--- config.mk ---
export PLATFORM = sky130hd
export DESIGN_NAME = sysmgmt_wake_core
export DESIGN_NICKNAME = d
export VERILOG_FILES = /design/src/core/wake_pkg.sv /design/src/core/wake_evt_if.sv /design/src/core/sysmgmt_wake_core.sv /design/src/core/ring_edge_detect.sv /design/src/core/lamp_blinker.sv
export VERILOG_INCLUDE_DIRS = /design/src /design/src/core
export SDC_FILE = /design/constraint.sdc
export NUM_CORES = 1
export LEC_CHECK = 0
export ABC_CLOCK_PERIOD_IN_PS = 5100
export CORE_MARGIN = 8
export CORE_UTILIZATION = 55
export DETAILED_ROUTE_END_ITERATION = 6
export DONT_BUFFER_PORTS = 1
export PLACE_DENSITY = 0.7
export SYNTH_ARGS = -nofsm -noshare
export SYNTH_HDL_FRONTEND = slang
export SYNTH_HIERARCHICAL = 1
export SYNTH_SLANG_ARGS = --single-unit
--- constraint.sdc ---
create_clock -name SYS_CLK -period 5.1 [get_ports SYS_CLK]
set_clock_uncertainty 0.1 [all_clocks]
set_input_delay 0.255 -clock SYS_CLK [delete_from_list [all_inputs] [get_ports SYS_CLK]]
set_output_delay 0.255 -clock SYS_CLK [all_outputs]
set_load 0.02 [all_outputs]
--- src/core/wake_params.svh ---
// Register indices, field positions, reset values and timing figures of the wake block
`ifndef WAKE_PARAMS_SVH
`define WAKE_PARAMS_SVH

// ------------
// Register indices (byte address = 4 * index)
// ------------
`define IDX_LAMP_CTRL     6'h16
`define IDX_RSVD_ZERO     6'h17
`define IDX_SMI_STATUS    6'h18
`define IDX_SMI_ENABLE    6'h19
`define IDX_WAKE_STATUS   6'h1A
`define IDX_WAKE_ENABLE   6'h1B
`define IDX_IRQ_STATUS    6'h1C
`define IDX_IRQ_CLEAR     6'h1D
`define IDX_IRQ_ENABLE    6'h1E
`define IDX_WAKE_CTRL     6'h1F

// ------------
// Field positions
// ------------
`define SMI_BIT_WATCHDOG  0
`define SMI_BIT_UART3     1
`define SMI_BIT_UART4     2
`define WAKE_BIT_RING3    0
`define WAKE_BIT_RING4    1
`define CTRL_BIT_GLOBAL   0
`define IRQ_BIT_WATCHDOG  0
`define IRQ_BIT_RING3     1
`define IRQ_BIT_RING4     2

// ------------
// Reset values
// ------------
`define RESET_BYTE        8'h00
`define READ_ZERO_HI      24'h00_0000

// ------------
// Timing
// ------------
`define SYS_CLK_KHZ        125000
`define LAMP_HALF_STEP_MS  500
`define LAMP_HALF_STEP_CYC (`LAMP_HALF_STEP_MS * `SYS_CLK_KHZ)

`endif

--- src/core/wake_pkg.sv ---
// Types shared by the wake and system-management event block
package wake_pkg;

    typedef enum logic [3:0] {
        LAMP_OFF   = 4'b0001,
        LAMP_FAST  = 4'b0010,
        LAMP_SLOW  = 4'b0100,
        LAMP_ON    = 4'b1000
    } lamp_mode_t;

    typedef enum logic [2:0] {
        BUS_IDLE   = 3'b001,
        BUS_SETUP  = 3'b010,
        BUS_ACCESS = 3'b100
    } bus_phase_t;

    typedef struct packed {
        logic [7:0] prdata;
        logic       pready;
        logic       pslverr;
        logic       smi_watchdog;
        logic [1:0] lamp_code;
        logic [2:0] smi_enable;
        logic [1:0] wake_status;
        logic [1:0] wake_enable;
        logic       global_wake_enable;
        logic [2:0] irq_status;
        logic [2:0] irq_enable;
        logic       smi_n;
        logic       wake_n;
        logic       irq;
    } core_state_t;

    typedef struct packed {
        logic [1:0] stage1;
        logic [1:0] stage2;
        logic [1:0] prev;
    } ring_state_t;

    typedef struct packed {
        logic [31:0] count;
        logic [1:0]  phase;
        lamp_mode_t  mode;
        logic        lamp_on;
    } lamp_state_t;

endpackage : wake_pkg

--- src/core/wake_evt_if.sv ---
// Carrier between the wake core, the ring pin detector and the lamp driver
`timescale 1ns/1ps
interface wake_evt_if;
    logic [1:0]           ring_fall;   // One-cycle pulse per falling ring edge
    wake_pkg::lamp_mode_t lamp_mode;   // Decoded lamp mode
    logic                 lamp_on;     // Lamp level from the driver

    modport detector (output ring_fall);
    modport lamp     (input lamp_mode, output lamp_on);
    modport core     (input ring_fall, input lamp_on, output lamp_mode);
endinterface : wake_evt_if

--- src/core/sysmgmt_wake_core.sv ---
// System-management event status, ring wake status and lamp control behind APB
`timescale 1ns/1ps
`include "wake_params.svh"

// Behaviour
// RQ1 - The event status register shows watchdog in bit 0, UART three in bit 1, UART four in bit 2.
// RQ2 - Writing one to the watchdog status bit clears it and writing zero leaves it alone.
// RQ3 - Each event enable bit passes its source to the group line when one and blocks it when zero.
// RQ4 - A wake status bit sets on its ring event whatever the enables hold.
// RQ5 - Ring events are flagged even while the pin serves its alternate function.
// RQ6 - The wake output goes low only when source enable, source status and global enable are one.
// RQ7 - A disabled wake source is still recorded but never pulls the wake output.
// RQ8 - Reserved bits and the reserved slot read as zero.
// RQ9 - Lamp code 10 blinks at 0.5 Hz with 25 % on time and code 11 holds the lamp on.
// RQ10 - The block keeps running whatever configuration state the host is in.
// RQ11 - Any watchdog timeout, forced or natural, is the watchdog event.
// RQ12 - The group line is the OR of status AND enable, and status holds until cleared or reset.
module sysmgmt_wake_core #(
    parameter int HALF_STEP_CYCLES = `LAMP_HALF_STEP_CYC
) (
    input  wire logic        SYS_CLK,                 // 125 MHz system clock
    input  wire logic        RSTN,                    // Asynchronous reset, active low
    input  wire logic        PSEL,                    // APB select
    input  wire logic        PENABLE,                 // APB access phase
    input  wire logic        PWRITE,                  // APB direction, high for write
    input  wire logic [7:0]  PADDR,                   // APB byte address
    input  wire logic [31:0] PWDATA,                  // APB write data
    output logic      [31:0] PRDATA,                  // APB read data
    output logic             PREADY,                  // APB ready
    output logic             PSLVERR,                 // APB error on unmapped address
    input  wire logic        WATCHDOG_EVENT,          // Watchdog timeout pulse
    input  wire logic        UART_THREE_IRQ,          // UART three interrupt level
    input  wire logic        UART_FOUR_IRQ,           // UART four interrupt level
    input  wire logic        RING_INDICATOR_THREE_N,  // Ring pin three, active low
    input  wire logic        RING_INDICATOR_FOUR_N,   // Ring pin four, active low
    output logic             GROUP_SYSMGMT_IRQ_N,     // Group management line, active low
    output logic             WAKE_OUT_N,              // Wake request, active low
    output logic             SECOND_LAMP_CONTROL,     // Lamp drive, high is lit
    output logic             IRQ                      // Block interrupt, active high
);

    // ------------
    // Declarations
    // ------------
    wake_pkg::core_state_t st;
    wake_pkg::core_state_t next_st;
    wake_evt_if            evt ();

    logic [5:0] index;
    logic       setup;
    logic       access;
    logic       do_write;
    logic       hit;
    logic [7:0] read_val;
    logic       wr_lamp;
    logic       wr_smi_status;
    logic       wr_smi_enable;
    logic       wr_wake_status;
    logic       wr_wake_enable;
    logic       wr_irq_clear;
    logic       wr_irq_enable;
    logic       wr_wake_ctrl;
    logic [7:0] wbyte;
    logic [2:0] smi_sources;
    logic [2:0] irq_events;
    logic       clr_watchdog;
    logic [1:0] clr_wake;
    logic [2:0] clr_irq;

    // ------------
    // Submodules
    // ------------
    ring_edge_detect u_ring (
        .clk    (SYS_CLK),
        .rst_n  (RSTN),
        .ring_n ({RING_INDICATOR_FOUR_N, RING_INDICATOR_THREE_N}),
        .evt    (evt.detector)
    );

    lamp_blinker #(
        .HALF_STEP_CYCLES (HALF_STEP_CYCLES)
    ) u_lamp (
        .clk   (SYS_CLK),
        .rst_n (RSTN),
        .evt   (evt.lamp)
    );

    // ------------
    // Lamp code decode
    // ------------
    always_comb begin
        case (st.lamp_code)
            2'b01:   evt.lamp_mode = wake_pkg::LAMP_FAST;
            2'b10:   evt.lamp_mode = wake_pkg::LAMP_SLOW; // RQ9
            2'b11:   evt.lamp_mode = wake_pkg::LAMP_ON;   // RQ9
            default: evt.lamp_mode = wake_pkg::LAMP_OFF;
        endcase
    end

    // ------------
    // Address decode
    // ------------
    assign index    = PADDR[7:2];
    assign setup    = PSEL & ~PENABLE;
    assign access   = PSEL & PENABLE & st.pready;
    assign do_write = access & PWRITE;
    assign wbyte    = PWDATA[7:0];

    always_comb begin
        hit            = 1'b1;
        read_val       = `RESET_BYTE;
        wr_lamp        = 1'b0;
        wr_smi_status  = 1'b0;
        wr_smi_enable  = 1'b0;
        wr_wake_status = 1'b0;
        wr_wake_enable = 1'b0;
        wr_irq_clear   = 1'b0;
        wr_irq_enable  = 1'b0;
        wr_wake_ctrl   = 1'b0;
        if (index == `IDX_LAMP_CTRL) begin
            read_val = {6'b00_0000, st.lamp_code};
            wr_lamp  = do_write;
        end else if (index == `IDX_RSVD_ZERO) begin
            read_val = `RESET_BYTE; // RQ8
        end else if (index == `IDX_SMI_STATUS) begin
            read_val      = {5'b0_0000, smi_sources}; // RQ1
            wr_smi_status = do_write;
        end else if (index == `IDX_SMI_ENABLE) begin
            read_val      = {5'b0_0000, st.smi_enable}; // RQ8
            wr_smi_enable = do_write;
        end else if (index == `IDX_WAKE_STATUS) begin
            read_val       = {6'b00_0000, st.wake_status};
            wr_wake_status = do_write;
        end else if (index == `IDX_WAKE_ENABLE) begin
            read_val       = {6'b00_0000, st.wake_enable};
            wr_wake_enable = do_write;
        end else if (index == `IDX_IRQ_STATUS) begin
            read_val = {5'b0_0000, st.irq_status};
        end else if (index == `IDX_IRQ_CLEAR) begin
            // Write-only, so reads give zero
            read_val     = `RESET_BYTE;
            wr_irq_clear = do_write;
        end else if (index == `IDX_IRQ_ENABLE) begin
            read_val      = {5'b0_0000, st.irq_enable};
            wr_irq_enable = do_write;
        end else if (index == `IDX_WAKE_CTRL) begin
            read_val     = {7'b000_0000, st.global_wake_enable};
            wr_wake_ctrl = do_write;
        end else begin
            hit = 1'b0;
        end
    end

    // ------------
    // Event sources and clears
    // ------------
    // UART bits follow their source level; the UART itself clears them
    assign smi_sources = {UART_FOUR_IRQ, UART_THREE_IRQ, st.smi_watchdog}; // RQ1

    assign clr_watchdog = wr_smi_status & wbyte[`SMI_BIT_WATCHDOG]; // RQ2
    assign clr_wake     = wr_wake_status ? wbyte[1:0] : 2'b00;
    assign clr_irq      = wr_irq_clear ? wbyte[2:0] : 3'b000;

    assign irq_events = {evt.ring_fall[`WAKE_BIT_RING4],
                         evt.ring_fall[`WAKE_BIT_RING3],
                         WATCHDOG_EVENT};

    // ------------
    // Next state
    // ------------
    // Nothing here looks at any host configuration state, so it never stalls
    always_comb begin // RQ10
        next_st = st;

        // Bus answer: read data and ready in the cycle after setup
        next_st.pready  = setup;
        next_st.pslverr = setup & ~hit;
        next_st.prdata  = (setup & ~PWRITE) ? read_val : `RESET_BYTE;

        // Sticky watchdog bit; a set in the clearing cycle wins
        next_st.smi_watchdog = (st.smi_watchdog & ~clr_watchdog) | WATCHDOG_EVENT; // RQ11 RQ12

        // Ring status records regardless of any enable
        next_st.wake_status = (st.wake_status & ~clr_wake) | evt.ring_fall; // RQ4 RQ7

        next_st.irq_status = (st.irq_status & ~clr_irq) | irq_events;

        if (wr_lamp) begin
            next_st.lamp_code = wbyte[1:0];
        end
        if (wr_smi_enable) begin
            next_st.smi_enable = wbyte[2:0];
        end
        if (wr_wake_enable) begin
            next_st.wake_enable = wbyte[1:0];
        end
        if (wr_irq_enable) begin
            next_st.irq_enable = wbyte[2:0];
        end
        if (wr_wake_ctrl) begin
            next_st.global_wake_enable = wbyte[`CTRL_BIT_GLOBAL];
        end

        // Outputs settle one cycle after the status they follow
        next_st.smi_n  = ~|(smi_sources & st.smi_enable); // RQ3 RQ12
        next_st.wake_n = ~(st.global_wake_enable
                           & |(st.wake_status & st.wake_enable)); // RQ6 RQ7
        next_st.irq    = |(st.irq_status & st.irq_enable);
    end

    // ------------
    // State register
    // ------------
    always_ff @(posedge SYS_CLK or negedge RSTN) begin
        if (!RSTN) begin
            st <= '{prdata:             `RESET_BYTE,
                    pready:             1'b0,
                    pslverr:            1'b0,
                    smi_watchdog:       1'b0,
                    lamp_code:          2'b00,
                    smi_enable:         3'b000,
                    wake_status:        2'b00,
                    wake_enable:        2'b00,
                    global_wake_enable: 1'b0,
                    irq_status:         3'b000,
                    irq_enable:         3'b000,
                    smi_n:              1'b1,
                    wake_n:             1'b1,
                    irq:                1'b0};
        end else begin
            st <= next_st;
        end
    end

    // ------------
    // Outputs
    // ------------
    assign PRDATA              = {`READ_ZERO_HI, st.prdata}; // RQ8
    assign PREADY              = st.pready;
    assign PSLVERR             = st.pslverr;
    assign GROUP_SYSMGMT_IRQ_N = st.smi_n;
    assign WAKE_OUT_N          = st.wake_n;
    assign SECOND_LAMP_CONTROL = evt.lamp_on;
    assign IRQ                 = st.irq;

endmodule : sysmgmt_wake_core

--- src/core/ring_edge_detect.sv ---
// Two-stage synchroniser and falling-edge detector for the ring indicator pins
`timescale 1ns/1ps
`include "wake_params.svh"
module ring_edge_detect (
    input  wire logic       clk,        // System clock
    input  wire logic       rst_n,      // Asynchronous reset, active low
    input  wire logic [1:0] ring_n,     // Raw ring pins, active low
    wake_evt_if.detector    evt         // Edge pulses out
);
    wake_pkg::ring_state_t st;
    wake_pkg::ring_state_t next_st;

    // Idle pins are high, so the history starts high to avoid a false edge
    always_comb begin
        next_st        = st;
        next_st.stage1 = ring_n;
        next_st.stage2 = st.stage1;
        next_st.prev   = st.stage2;
    end

    always_ff @(posedge clk or negedge rst_n) begin
        if (!rst_n) begin
            st <= {2'b11, 2'b11, 2'b11};
        end else begin
            st <= next_st;
        end
    end

    // Pin function select is not looked at: alternate use still flags events
    assign evt.ring_fall = st.prev & ~st.stage2; // RQ5
endmodule : ring_edge_detect

--- src/core/lamp_blinker.sv ---
// Lamp driver: off, 1 Hz 50 %, 0.5 Hz 25 % and steady on
`timescale 1ns/1ps
`include "wake_params.svh"
module lamp_blinker #(
    parameter int HALF_STEP_CYCLES = `LAMP_HALF_STEP_CYC
) (
    input  wire logic clk,     // System clock
    input  wire logic rst_n,   // Asynchronous reset, active low
    wake_evt_if.lamp  evt      // Mode in, lamp level out
);
    wake_pkg::lamp_state_t st;
    wake_pkg::lamp_state_t next_st;
    logic                  step;

    // ------------
    // Half-second step and four-step phase
    // ------------
    always_comb begin
        next_st      = st;
        step         = (st.count == 32'(HALF_STEP_CYCLES - 1));
        next_st.mode = evt.lamp_mode;
        if (st.mode != evt.lamp_mode) begin
            // Restart the pattern so a new mode begins with a full on time
            next_st.count = 32'h0000_0000;
            next_st.phase = 2'b00;
        end else if (step) begin
            next_st.count = 32'h0000_0000;
            next_st.phase = st.phase + 2'b01;
        end else begin
            next_st.count = st.count + 32'h0000_0001;
        end
        case (st.mode)
            wake_pkg::LAMP_FAST: next_st.lamp_on = ~st.phase[0];
            wake_pkg::LAMP_SLOW: next_st.lamp_on = (st.phase == 2'b00); // RQ9
            wake_pkg::LAMP_ON:   next_st.lamp_on = 1'b1;                // RQ9
            default:             next_st.lamp_on = 1'b0;
        endcase
    end

    always_ff @(posedge clk or negedge rst_n) begin
        if (!rst_n) begin
            st <= {32'h0000_0000, 2'b00, wake_pkg::LAMP_OFF, 1'b0};
        end else begin
            st <= next_st;
        end
    end

    assign evt.lamp_on = st.lamp_on;
endmodule : lamp_blinker

==> load_flow_metrics.sql, run 1 <==
INSERT INTO impl_metrics (metric_group, metric, value, unit) VALUES
('run_status', 'outcome', 'complete, no violations', ''),
('cells_and_area', 'share_of_post_route_cells_with_drive_strength_above_1', '0.127', ''),
('timing', 'holdWs', '0.0221', 'ns'),
('timing', 'slew_violations', '0', ''),
('pwr', 'logic_gate_share_of_total_power', '0.106', ''),
('placement', 'pre_cts_slack', '2.52', 'ns'),
('timing', 'setup-violations-final', '0', ''),
('yosys', 'synth_enable_flop_cells', '0', ''),
('critical_path', 'worstSetupEndpoint', 'u_lamp/st[13]', ''),
('floorplan', 'fp.dieArea', '9970', 'sq um'),
('detailed_routing', 'pre_antenna_drt_iters', '4', ''),
('yosys', 'synth.ff_latch_count', '70', ''),
('global_route', 'busiest_layer', 'met2', ''),
('clock_network', 'maximum_level_of_the_cts_h_tree', '3', ''),
('pwr', 'p_leak', '1.68', 'nW'),
('timing', 'rsz0062_at_grt', 'no', ''),
('timing', 'final_hold_viol_count', '0', ''),
('critical_path', 'worst_ep_arrival_time', '2.69', 'ns'),
('yosys', 'yosysSeqAreaShare', '0.456', ''),
('clock_network', 'tritoncts.num_buffers', '9', ''),
('floorplan', 'floorplan.die.height', '99.8', 'um'),
('timing', 'fin_ws', '2.51', 'ns'),
('placement', 'dp.cells', '468', ''),
('detailed_routing', 'via_count', '2880', ''),
('placement', 'post_place_instance_area', '3770', 'sq um'),
('yosys', 'yosys.area_share.adder', '0.00647', ''),
('floorplan', 'fp-row-count', '30', ''),
('floorplan', 'core-area', '6790', 'sq um'),
('global_route', 'via_count_of_the_first_global_routing_pass', '2843', ''),
('global_route', 'grt_util_met2', '0.268', ''),
('clock_network', 'clockRootBuffer', 'sky130_fd_sc_hd__clkbuf_8', ''),
('yosys', 'postSynthAreaPerCell', '9.91', 'sq um'),
('critical_path', 'start_kind', 'flip-flop', ''),
('yosys', 'synthXorXnorAreaFrac', '0.0317', ''),
('timing', 'slew_headroom', '0.523', ''),
('min_path', 'worst_hold_startpoint', 'PADDR[3]', ''),
('placement', 'port_buffers', '0', ''),
('global_route', 'antenna_found_initial', '0', ''),
('yosys', 'postSynth.asyncResetShare', '1.00', ''),
('yosys', 'synth_area', '3860', 'sq um'),
('critical_path', 'cp-end-kind', 'flip-flop', ''),
('cells_and_area', 'num_antenna_cells', '0', ''),
('timing', 'setup-tns-final', '0', 'ns'),
('cells_and_area', 'finish.utilization', '0.613', ''),
('yosys', 'yosys.cell_types.count', '56', ''),
('job', 'total_of_max_cap_violations', '0', ''),
('critical_path', 'r2r_cells', '4', ''),
('detailed_routing', 'post-route-drc-count', '0', ''),
('floorplan', 'fp.dieW', '99.8', 'um'),
('cells_and_area', 'finalNonFillerCells', '499', ''),
('pwr', 'power_frac_clock', '0.395', ''),
('detailed_routing', 'detail-route-antenna-nets', '0', ''),
('pwr', 'sw_frac_of_total', '0.268', ''),
('pwr', 'power.total', '1.25', 'mW'),
('yosys', 'synth.top_cells.by_area', 'sky130_fd_sc_hd__dfrtp_1 39%, sky130_fd_sc_hd__buf_4 6.6%, sky130_fd_sc_hd__dfstp_2 6.1%', ''),
('clock_network', 'worstSkewPairLatency', '0.34', 'ns'),
('yosys', 'mux_cell_area_share_after_synthesis', '0.0505', ''),
('global_route', 'largest_net_degree_at_the_start_of_global_routing', '71', ''),
('cells_and_area', 'filler_cell_count', '562', ''),
('min_path', 'min_path_type', 'in -> reg', ''),
('global_route', 'grt_first_pass_wirelength', '13.5', 'mm'),
('timing', 'fmax', '386', 'MHz'),
('detailed_routing', 'detail_route.vias_per_cell', '5.77', ''),
('critical_path', 'internal_reg_to_reg_setup_slack', '2.51', 'ns'),
('detailed_routing', 'wirelength', '7.90', 'mm'),
('clock_network', 'tritoncts_clock_tree', 'done', ''),
('yosys', 'yosys_most_used_dff', 'sky130_fd_sc_hd__dfrtp_1', ''),
('timing', 'tightestPinTransition', '0.712', 'ns'),
('critical_path', 'r2r_start', 'u_lamp/st[35]', ''),
('clock_network', 'cts_resized', '0', ''),
('yosys', 'yosysTopAreaCellShare', '0.395', '');
## critical path, stage by stage (launching register included)
cell	delay (ns)
sky130_fd_sc_hd__dfrtp_1	0.43
sky130_fd_sc_hd__or4_1	0.58
sky130_fd_sc_hd__or4_4	0.60
sky130_fd_sc_hd__o21ai_4	0.61
sky130_fd_sc_hd__nor2_1	0.13
## layout by cell type (no fill, tap or decap), types with 7 or more instances in the layout
cell type	n
sky130_fd_sc_hd__o31ai_1	12
sky130_fd_sc_hd__clkbuf_8	9
sky130_fd_sc_hd__dfstp_2	9
sky130_fd_sc_hd__mux2_2	10
sky130_fd_sc_hd__conb_1	29
sky130_fd_sc_hd__nand3_1	12
sky130_fd_sc_hd__or4_1	17
sky130_fd_sc_hd__dfrtp_1	61
sky130_fd_sc_hd__inv_1	14
sky130_fd_sc_hd__o21ai_0	9
sky130_fd_sc_hd__or3_1	7
sky130_fd_sc_hd__a21oi_1	28
sky130_fd_sc_hd__nand2_1	29
sky130_fd_sc_hd__dlygate4sd3_1	14
sky130_fd_sc_hd__xnor2_1	8
sky130_fd_sc_hd__and4_1	8
sky130_fd_sc_hd__nor2_1	19
sky130_fd_sc_hd__nand4_1	19
## what timing repair did
action                                 in CTS  in global routing
setup endpoints to repair                   0                  0
hold buffers                               15                  0
endpoints found under the hold margin      94                  0
## power by group through the flow
| stage | Sequential, mW | Combinational [mW] | Clock (mW) |
|---|---|---|---|
| after global routing | 0.626 | 0.149 | 0.533 |
| after global placement | 0.630 | 0.105 | 0 |
| after floorplan | 0.624 | 0.117 | 0 |
| final | 0.620 | 0.132 | 0.492 |
| after CTS | 0.621 | 0.133 | 0.507 |
| after detailed placement | 0.631 | 0.107 | 0 |
## logic make-up after synthesis
group / Yosys count
AOI/OAI and AO/OA: 69
xor gates and xnor gates: 14
adders and majority gates: 2
buffers and inverters: 61
DFF: 70
muxes: 18
other: 1
and+or+nand+nor: 155
## how the worst min path moves through the flow
stage                endpoint  cells past startpoint
2_1_floorplan             IRQ                      0
3_3_place_gp    u_lamp/st[31]                      0
3_5_place_dp    u_lamp/st[28]                      0
4_1_cts        smi_sources[0]                      2
6_report            PRDATA[2]                      2
5_1_grt        smi_sources[0]                      2
## area by class of cell
cell class / instances / area, sq um / area share
clock inverters: 7 / 96.3 / 0.0232
repair buffers: 15 / 168 / 0.0403
well taps: 96 / 120 / 0.0289
inverters: 15 / 56.3 / 0.0135
flip-flops and latches: 70 / 1760 / 0.424
multi-input cells: 287 / 1830 / 0.441
clock buffers: 9 / 124 / 0.0298
## sequential cells by signal (all words and copies together), names as in the netlist, 2 cells and up
register,count
u_lamp/st,38
st,16
u_ring/next_st,4
PRDATA,3
u_ring/st,2
## per-layer routing
metal,share of wire,wire (um)
met1,0.46,3610
met2,0.48,3800
met3,0.054,424
met4,0.0084,66
met5,0,0
No activity file was read; power rests on OpenSTA's default activity.
==> inputs of run 2 (changes only) <==
Settings changed: ABC_CLOCK_PERIOD_IN_PS 5100 to 2300, PLACE_DENSITY 0.7 to 0.73.
Clock period 5.1 ns to 2.3 ns, I/O delays scaled along.
==> load_flow_metrics.sql, run 2 (synthesis gave the netlist of run 1 again) <==
INSERT INTO impl_metrics (metric_group, metric, value, unit) VALUES
('run_status', 'outcome', 'complete, no violations', ''),
('global_route', 'largest_net_degree_at_the_start_of_global_routing', '71', ''),
('critical_path', 'cp-end-kind', 'flip-flop', ''),
('clock_network', 'clockBufferDepth', '2', ''),
('critical_path', 'start_kind', 'flip-flop', ''),
('pwr', 'p_leak', '1.74', 'nW'),
('critical_path', 'worst_ep_arrival_time', '2.38', 'ns'),
('clock_network', 'clkTransAtPathRegs', '0.08', 'ns'),
('critical_path', 'worstSetupPathType', 'reg -> reg', ''),
('placement', 'dp.cells', '479', ''),
('timing', 'finalCritPeriodShare', '0.963', ''),
('global_route', 'grt_first_pass_wirelength', '14.0', 'mm'),
('floorplan', 'initial_core_util', '0.569', ''),
('timing', 'slew_violations', '0', ''),
('detailed_routing', 'via_count', '3000', ''),
('detailed_routing', 'wirelength', '8.29', 'mm'),
('min_path', 'whs_endpoint', 'PRDATA[0]', ''),
('critical_path', 'worst_r2r_endpoint', 'u_lamp/st[5]', ''),
('placement', 'detailedPlacementHpwl', '5.82', 'mm'),
('timing', 'rsz0062_at_grt', 'no', ''),
('cells_and_area', 'most_frequent_standard_cell_in_the_layout_excluding_fill_and_tap_cells', 'sky130_fd_sc_hd__dfrtp_1', ''),
('detailed_routing', 'dr_iter_0_viols', '149', ''),
('cells_and_area', 'num-nets-final', '467', ''),
('critical_path', 'crit_fanout', '4', ''),
('placement', 'port_buffers', '0', ''),
('detailed_routing', 'post-route-drc-count', '0', ''),
('floorplan', 'fp.dieArea', '9970', 'sq um'),
('job', 'total_of_max_cap_violations', '0', ''),
('cells_and_area', 'finalNonFillerCells', '516', ''),
('critical_path', 'r2r_cells', '4', ''),
('detailed_routing', 'wire_per_inst', '16.1', 'um'),
('clock_network', 'tritoncts_clock_tree', 'done', ''),
('cells_and_area', 'largest_register_by_flop_count', 'u_lamp/st', ''),
('timing', 'final.min_clock_period', '2.21', 'ns'),
('timing', 'setup-violations-final', '0', ''),
('cells_and_area', 'register_area', '1760', 'sq um'),
('global_route', 'antenna_found_initial', '0', ''),
('detailed_routing', 'detail_route.vias_per_cell', '5.81', ''),
('global_route', 'via_count_of_the_first_global_routing_pass', '2959', ''),
('clock_network', 'tritoncts.num_buffers', '9', ''),
('cells_and_area', 'number_of_flip_flops_under_the_largest_register_name', '38', ''),
('clock_network', 'worstSkewPairLatency', '0.34', 'ns'),
('cells_and_area', 'layout.cells.most_common_list', '61 x sky130_fd_sc_hd__dfrtp_1, 29 x sky130_fd_sc_hd__nand2_1, 29 x sky130_fd_sc_hd__conb_1', ''),
('min_path', 'worst_hold_startpoint', 'PADDR[6]', ''),
('detailed_routing', 'pre_antenna_drt_iters', '5', ''),
('floorplan', 'top_level_i_o_count', '88', ''),
('clock_network', 'maximum_level_of_the_cts_h_tree', '3', ''),
('floorplan', 'core-area', '6790', 'sq um'),
('min_path', 'min_path_type', 'in -> reg', ''),
('floorplan', 'floorplan.die.height', '99.8', 'um'),
('placement', 'gp_routability_congestion', '0.909', ''),
('clock_network', 'clockRootBuffer', 'sky130_fd_sc_hd__clkbuf_8', ''),
('critical_path', 'required', '2.47', 'ns'),
('pwr', 'max-vdd-ir-drop', '0.000540', 'V'),
('timing', 'fmax', '452', 'MHz'),
('timing', 'final_hold_viol_count', '0', ''),
('cells_and_area', 'multiInputGateArea', '1840', 'sq um'),
('global_route', 'groute.usage.overall', '0.172', ''),
('cells_and_area', 'num_antenna_cells', '0', ''),
('floorplan', 'fp.dieW', '99.8', 'um'),
('clock_network', 'numClockSinks', '70', ''),
('pwr', 'cellPowerDensity', '621', 'nW/um^2'),
('cells_and_area', 'syn_to_final_growth', '11.2', '%'),
('global_route', 'grt-ovfl-total', '0', ''),
('critical_path', 'internal_reg_to_reg_setup_slack', '0.09', 'ns'),
('cells_and_area', 'filler_cell_count', '568', ''),
('critical_path', 'r2r_start', 'u_lamp/st[36]', ''),
('timing', 'setup-tns-final', '0', 'ns'),
('floorplan', 'fp-row-count', '30', ''),
('min_path', 'hold_path_depth', '4', ''),
('cells_and_area', 'share_of_post_route_cells_with_drive_strength_above_1', '0.152', ''),
('detailed_routing', 'detail-route-antenna-nets', '0', ''),
('cells_and_area', 'finish.utilization', '0.632', '');
==> run 2: routing by layer <==
metal,vias up,track usage,wire length [um]
met3,17,0.0457,469
met5,-,0,0
met4,0,0.0675,148
li1,1418,-,-
met1,1477,0.212,3540
met2,88,0.279,4130
==> run 2: worst max-delay path by stage <==
stage	from	to	slack, ns	cells after the start
floorplan	u_lamp/st[36]	u_lamp/st[37]	0.15	5
global placement	u_lamp/st[36]	u_lamp/st[33]	0.05	5
detailed placement	u_lamp/st[36]	u_lamp/st[33]	0.05	5
CTS	u_lamp/st[36]	u_lamp/st[33]	0.04	5
global route	u_lamp/st[21]	u_lamp/st[6]	0.03	4
finish	u_lamp/st[36]	u_lamp/st[5]	0.09	4
==> run 2: repair_timing <==
item | in CTS | in global routing
gates resized for setup | 0 | 1
setup endpoints to repair | 0 | 14
hold buffers | 20 | 0
buffers inserted | 0 | 1
hold endpoints to repair | 95 | 0
==> run 2: power breakdown <==
group          switching, mW  internal (mW)  leakage (nW)  total, mW
Combinational          0.197          0.122         0.754      0.319
Clock                  0.469          0.501        0.0914      0.970
Sequential            0.0775           1.30         0.894       1.38
==> run 2: critical path, cell delays in order, from the launching register on <==
cell and delay (ns):
sky130_fd_sc_hd__dfrtp_1 0.41, sky130_fd_sc_hd__or4_4 0.55, sky130_fd_sc_hd__or4_1 0.58, sky130_fd_sc_hd__or3_1 0.33, sky130_fd_sc_hd__a21oi_1 0.16
==> run 2: area by class of cell <==
cell class                      instances  area share
Clock buffer                            9      0.0288
Clock inverter                          7      0.0175
Multi-Input combinational cell        287       0.428
Sequential cell                        70       0.410
Inverter                               15      0.0131
Timing Repair Buffer                   32      0.0745
Tap cell                               96      0.0280
==> run 2: stage by stage <==
stage | setup slack [ns] | power (mW) | cell area [sq um] | hold WS (ns)
final | 0.0862 | 2.67 | 4300 | 0.0153
after global routing | 0.0350 | 2.80 | 4300 | 0.00639
after CTS | 0.0356 | 2.70 | 4290 | 0.00440
after detailed placement | 0.0507 | 1.66 | 3870 | -0.278
after global placement | 0.0505 | 1.64 | 3870 | -0.278
after floorplan | 0.147 | 1.64 | 3970 | -0.281
==> inputs of run 3 (changes only) <==
Settings changed: CAP_MARGIN from default to 20, CORE_MARGIN 8 to 1, CTS_CLUSTER_DIAMETER from default to 40.
==> load_flow_metrics.sql, run 3 (synthesis gave the netlist of run 1 again) <==
INSERT INTO impl_metrics (metric_group, metric, value, unit) VALUES
('timing', 'final_hold_viol_count', '0', ''),
('job', 'total_of_max_cap_violations', '0', ''),
('detailed_routing', 'detail_route.vias_per_cell', '5.86', ''),
('min_path', 'whs_endpoint', 'PRDATA[1]', ''),
('cells_and_area', 'most_frequent_standard_cell_in_the_layout_excluding_fill_and_tap_cells', 'sky130_fd_sc_hd__dfrtp_1', ''),
('detailed_routing', 'post-route-drc-count', '0', ''),
('floorplan', 'initial_core_util', '0.569', ''),
('pwr', 'p_leak', '1.77', 'nW'),
('min_path', 'hold_path_depth', '4', ''),
('pwr', 'power.total', '2.89', 'mW'),
('timing', 'finalCritPeriodShare', '0.966', ''),
('cells_and_area', 'largest_register_by_flop_count', 'u_lamp/st', ''),
('global_route', 'antenna_found_initial', '0', ''),
('pwr', 'max-vdd-ir-drop', '0.000541', 'V'),
('detailed_routing', 'wire_per_inst', '15.7', 'um'),
('critical_path', 'r2r_start', 'u_lamp/st[36]', ''),
('cells_and_area', 'design_area', '4350', 'sq um'),
('critical_path', 'worst_r2r_endpoint', 'u_lamp/st[6]', ''),
('cells_and_area', 'filler_cell_count', '540', ''),
('cells_and_area', 'syn_to_final_growth', '12.6', '%'),
('min_path', 'worst_hold_startpoint', 'PADDR[2]', ''),
('global_route', 'via_count_of_the_first_global_routing_pass', '2981', ''),
('floorplan', 'fp-row-count', '30', ''),
('placement', 'post_place_instance_area', '3860', 'sq um'),
('timing', 'setup-violations-final', '0', ''),
('clock_network', 'clkTransAtPathRegs', '0.07', 'ns'),
('critical_path', 'start_kind', 'flip-flop', ''),
('critical_path', 'internal_reg_to_reg_setup_slack', '0.08', 'ns'),
('critical_path', 'required', '2.47', 'ns'),
('floorplan', 'top_level_i_o_count', '88', ''),
('cells_and_area', 'share_of_post_route_cells_with_drive_strength_above_1', '0.152', ''),
('clock_network', 'tritoncts.num_buffers', '9', ''),
('cells_and_area', 'register_area', '1760', 'sq um'),
('cells_and_area', 'number_of_flip_flops_under_the_largest_register_name', '38', ''),
('floorplan', 'fp.dieW', '85.8', 'um'),
('cells_and_area', 'layout.cells.most_common_list', '61 x sky130_fd_sc_hd__dfrtp_1, 29 x sky130_fd_sc_hd__nand2_1, 29 x sky130_fd_sc_hd__conb_1', ''),
('clock_network', 'worstSkewPairLatency', '0.35', 'ns'),
('critical_path', 'crit_fanout', '4', ''),
('global_route', 'grt-ovfl-total', '0', ''),
('timing', 'final.min_clock_period', '2.22', 'ns'),
('detailed_routing', 'pre_antenna_drt_iters', '5', ''),
('timing', 'setup-tns-final', '0', 'ns'),
('detailed_routing', 'wirelength', '8.12', 'mm'),
('run_status', 'outcome', 'complete, no violations', ''),
('clock_network', 'clockRootBuffer', 'sky130_fd_sc_hd__clkbuf_8', ''),
('global_route', 'groute.usage.overall', '0.235', ''),
('clock_network', 'clockBufferDepth', '2', ''),
('cells_and_area', 'num-nets-final', '467', ''),
('critical_path', 'worstSetupPathType', 'reg -> reg', ''),
('pwr', 'cellPowerDensity', '664', 'nW/um^2'),
('detailed_routing', 'detail-route-antenna-nets', '0', ''),
('cells_and_area', 'num_antenna_cells', '0', ''),
('floorplan', 'fp.dieArea', '7370', 'sq um'),
('timing', 'rsz0062_at_grt', 'no', ''),
('min_path', 'min_path_type', 'in -> reg', ''),
('placement', 'pre_cts_slack', '0.0420', 'ns'),
('clock_network', 'tritoncts_clock_tree', 'done', ''),
('critical_path', 'worst_ep_arrival_time', '2.39', 'ns'),
('timing', 'slew_violations', '0', ''),
('critical_path', 'r2r_cells', '4', ''),
('placement', 'detailedPlacementHpwl', '5.24', 'mm'),
('detailed_routing', 'via_count', '3022', ''),
('placement', 'port_buffers', '0', ''),
('critical_path', 'cp-end-kind', 'flip-flop', ''),
('global_route', 'largest_net_degree_at_the_start_of_global_routing', '71', ''),
('floorplan', 'floorplan.die.height', '85.8', 'um'),
('timing', 'fin_ws', '0.0772', 'ns'),
('detailed_routing', 'dr_iter_0_viols', '212', ''),
('placement', 'gp_routability_congestion', '0.895', ''),
('timing', 'fmax', '450', 'MHz'),
('cells_and_area', 'multiInputGateArea', '1840', 'sq um'),
('cells_and_area', 'finish.utilization', '0.640', ''),
('floorplan', 'core-area', '6790', 'sq um'),
('clock_network', 'maximum_level_of_the_cts_h_tree', '3', ''),
('global_route', 'grt_first_pass_wirelength', '13.6', 'mm'),
('clock_network', 'numClockSinks', '70', '');
## run 3: layer usage
layer | global-route usage | vias to the layer above | share of wire
li1 | - | 1417 | -
met1 | 0.286 | 1476 | 0.43
met2 | 0.383 | 116 | 0.50
met3 | 0.0722 | 13 | 0.063
met4 | 0.109 | 0 | 0.012
met5 | 0 | - | 0
## run 3: final cells by class
cell class / instances / share of cell area
clock inverters: 7 / 0.0282
multi-input cells: 287 / 0.423
flip-flops and latches: 70 / 0.405
clock buffers: 9 / 0.0285
inverters: 15 / 0.0129
well taps: 96 / 0.0276
repair buffers: 32 / 0.0742
## run 3: report_power, final
group          total [mW]  switching, mW  internal (mW)
Clock                1.20          0.475          0.723
Sequential           1.38         0.0758           1.30
Combinational       0.317          0.194          0.123
Total                2.89          0.744           2.15
## run 3: timing repair
| action | 4_1_cts | 5_1_grt |
|---|---|---|
| resized for setup | 0 | 2 |
| hold buffers | 21 | 0 |
| endpoints found under the setup margin | 0 | 10 |
| setup buffers | 0 | 1 |
| hold endpoints to repair | 95 | 0 |
## run 3: worst max-delay path by stage
stage                               end  slack [ns]           from  cells past startpoint
final                      u_lamp/st[6]        0.08  u_lamp/st[36]                      4
after global routing       u_lamp/st[6]       0.007  u_lamp/st[36]                      4
after CTS                  u_lamp/st[6]        0.02  u_lamp/st[36]                      4
after detailed placement   u_lamp/st[6]        0.04  u_lamp/st[36]                      4
after global placement     u_lamp/st[6]        0.05  u_lamp/st[36]                      4
after floorplan           u_lamp/st[37]        0.15  u_lamp/st[36]                      5
## run 3: per-stage QoR
step / hold slack, ns / std cells
2_1_floorplan: -0.281 / 418
3_5_place_dp: -0.279 / 478
5_1_grt: 0.0150 / 516
3_3_place_gp: -0.279 / 478
4_1_cts: 0.00323 / 515
6_report: 0.0252 / 516
## run 3: critical path, cell delays in order (launching register included)
cell                      delay (ns)
sky130_fd_sc_hd__dfrtp_1        0.40
sky130_fd_sc_hd__or4_4          0.56
sky130_fd_sc_hd__or4_4          0.59
sky130_fd_sc_hd__or3_1          0.37
sky130_fd_sc_hd__a21oi_1        0.14
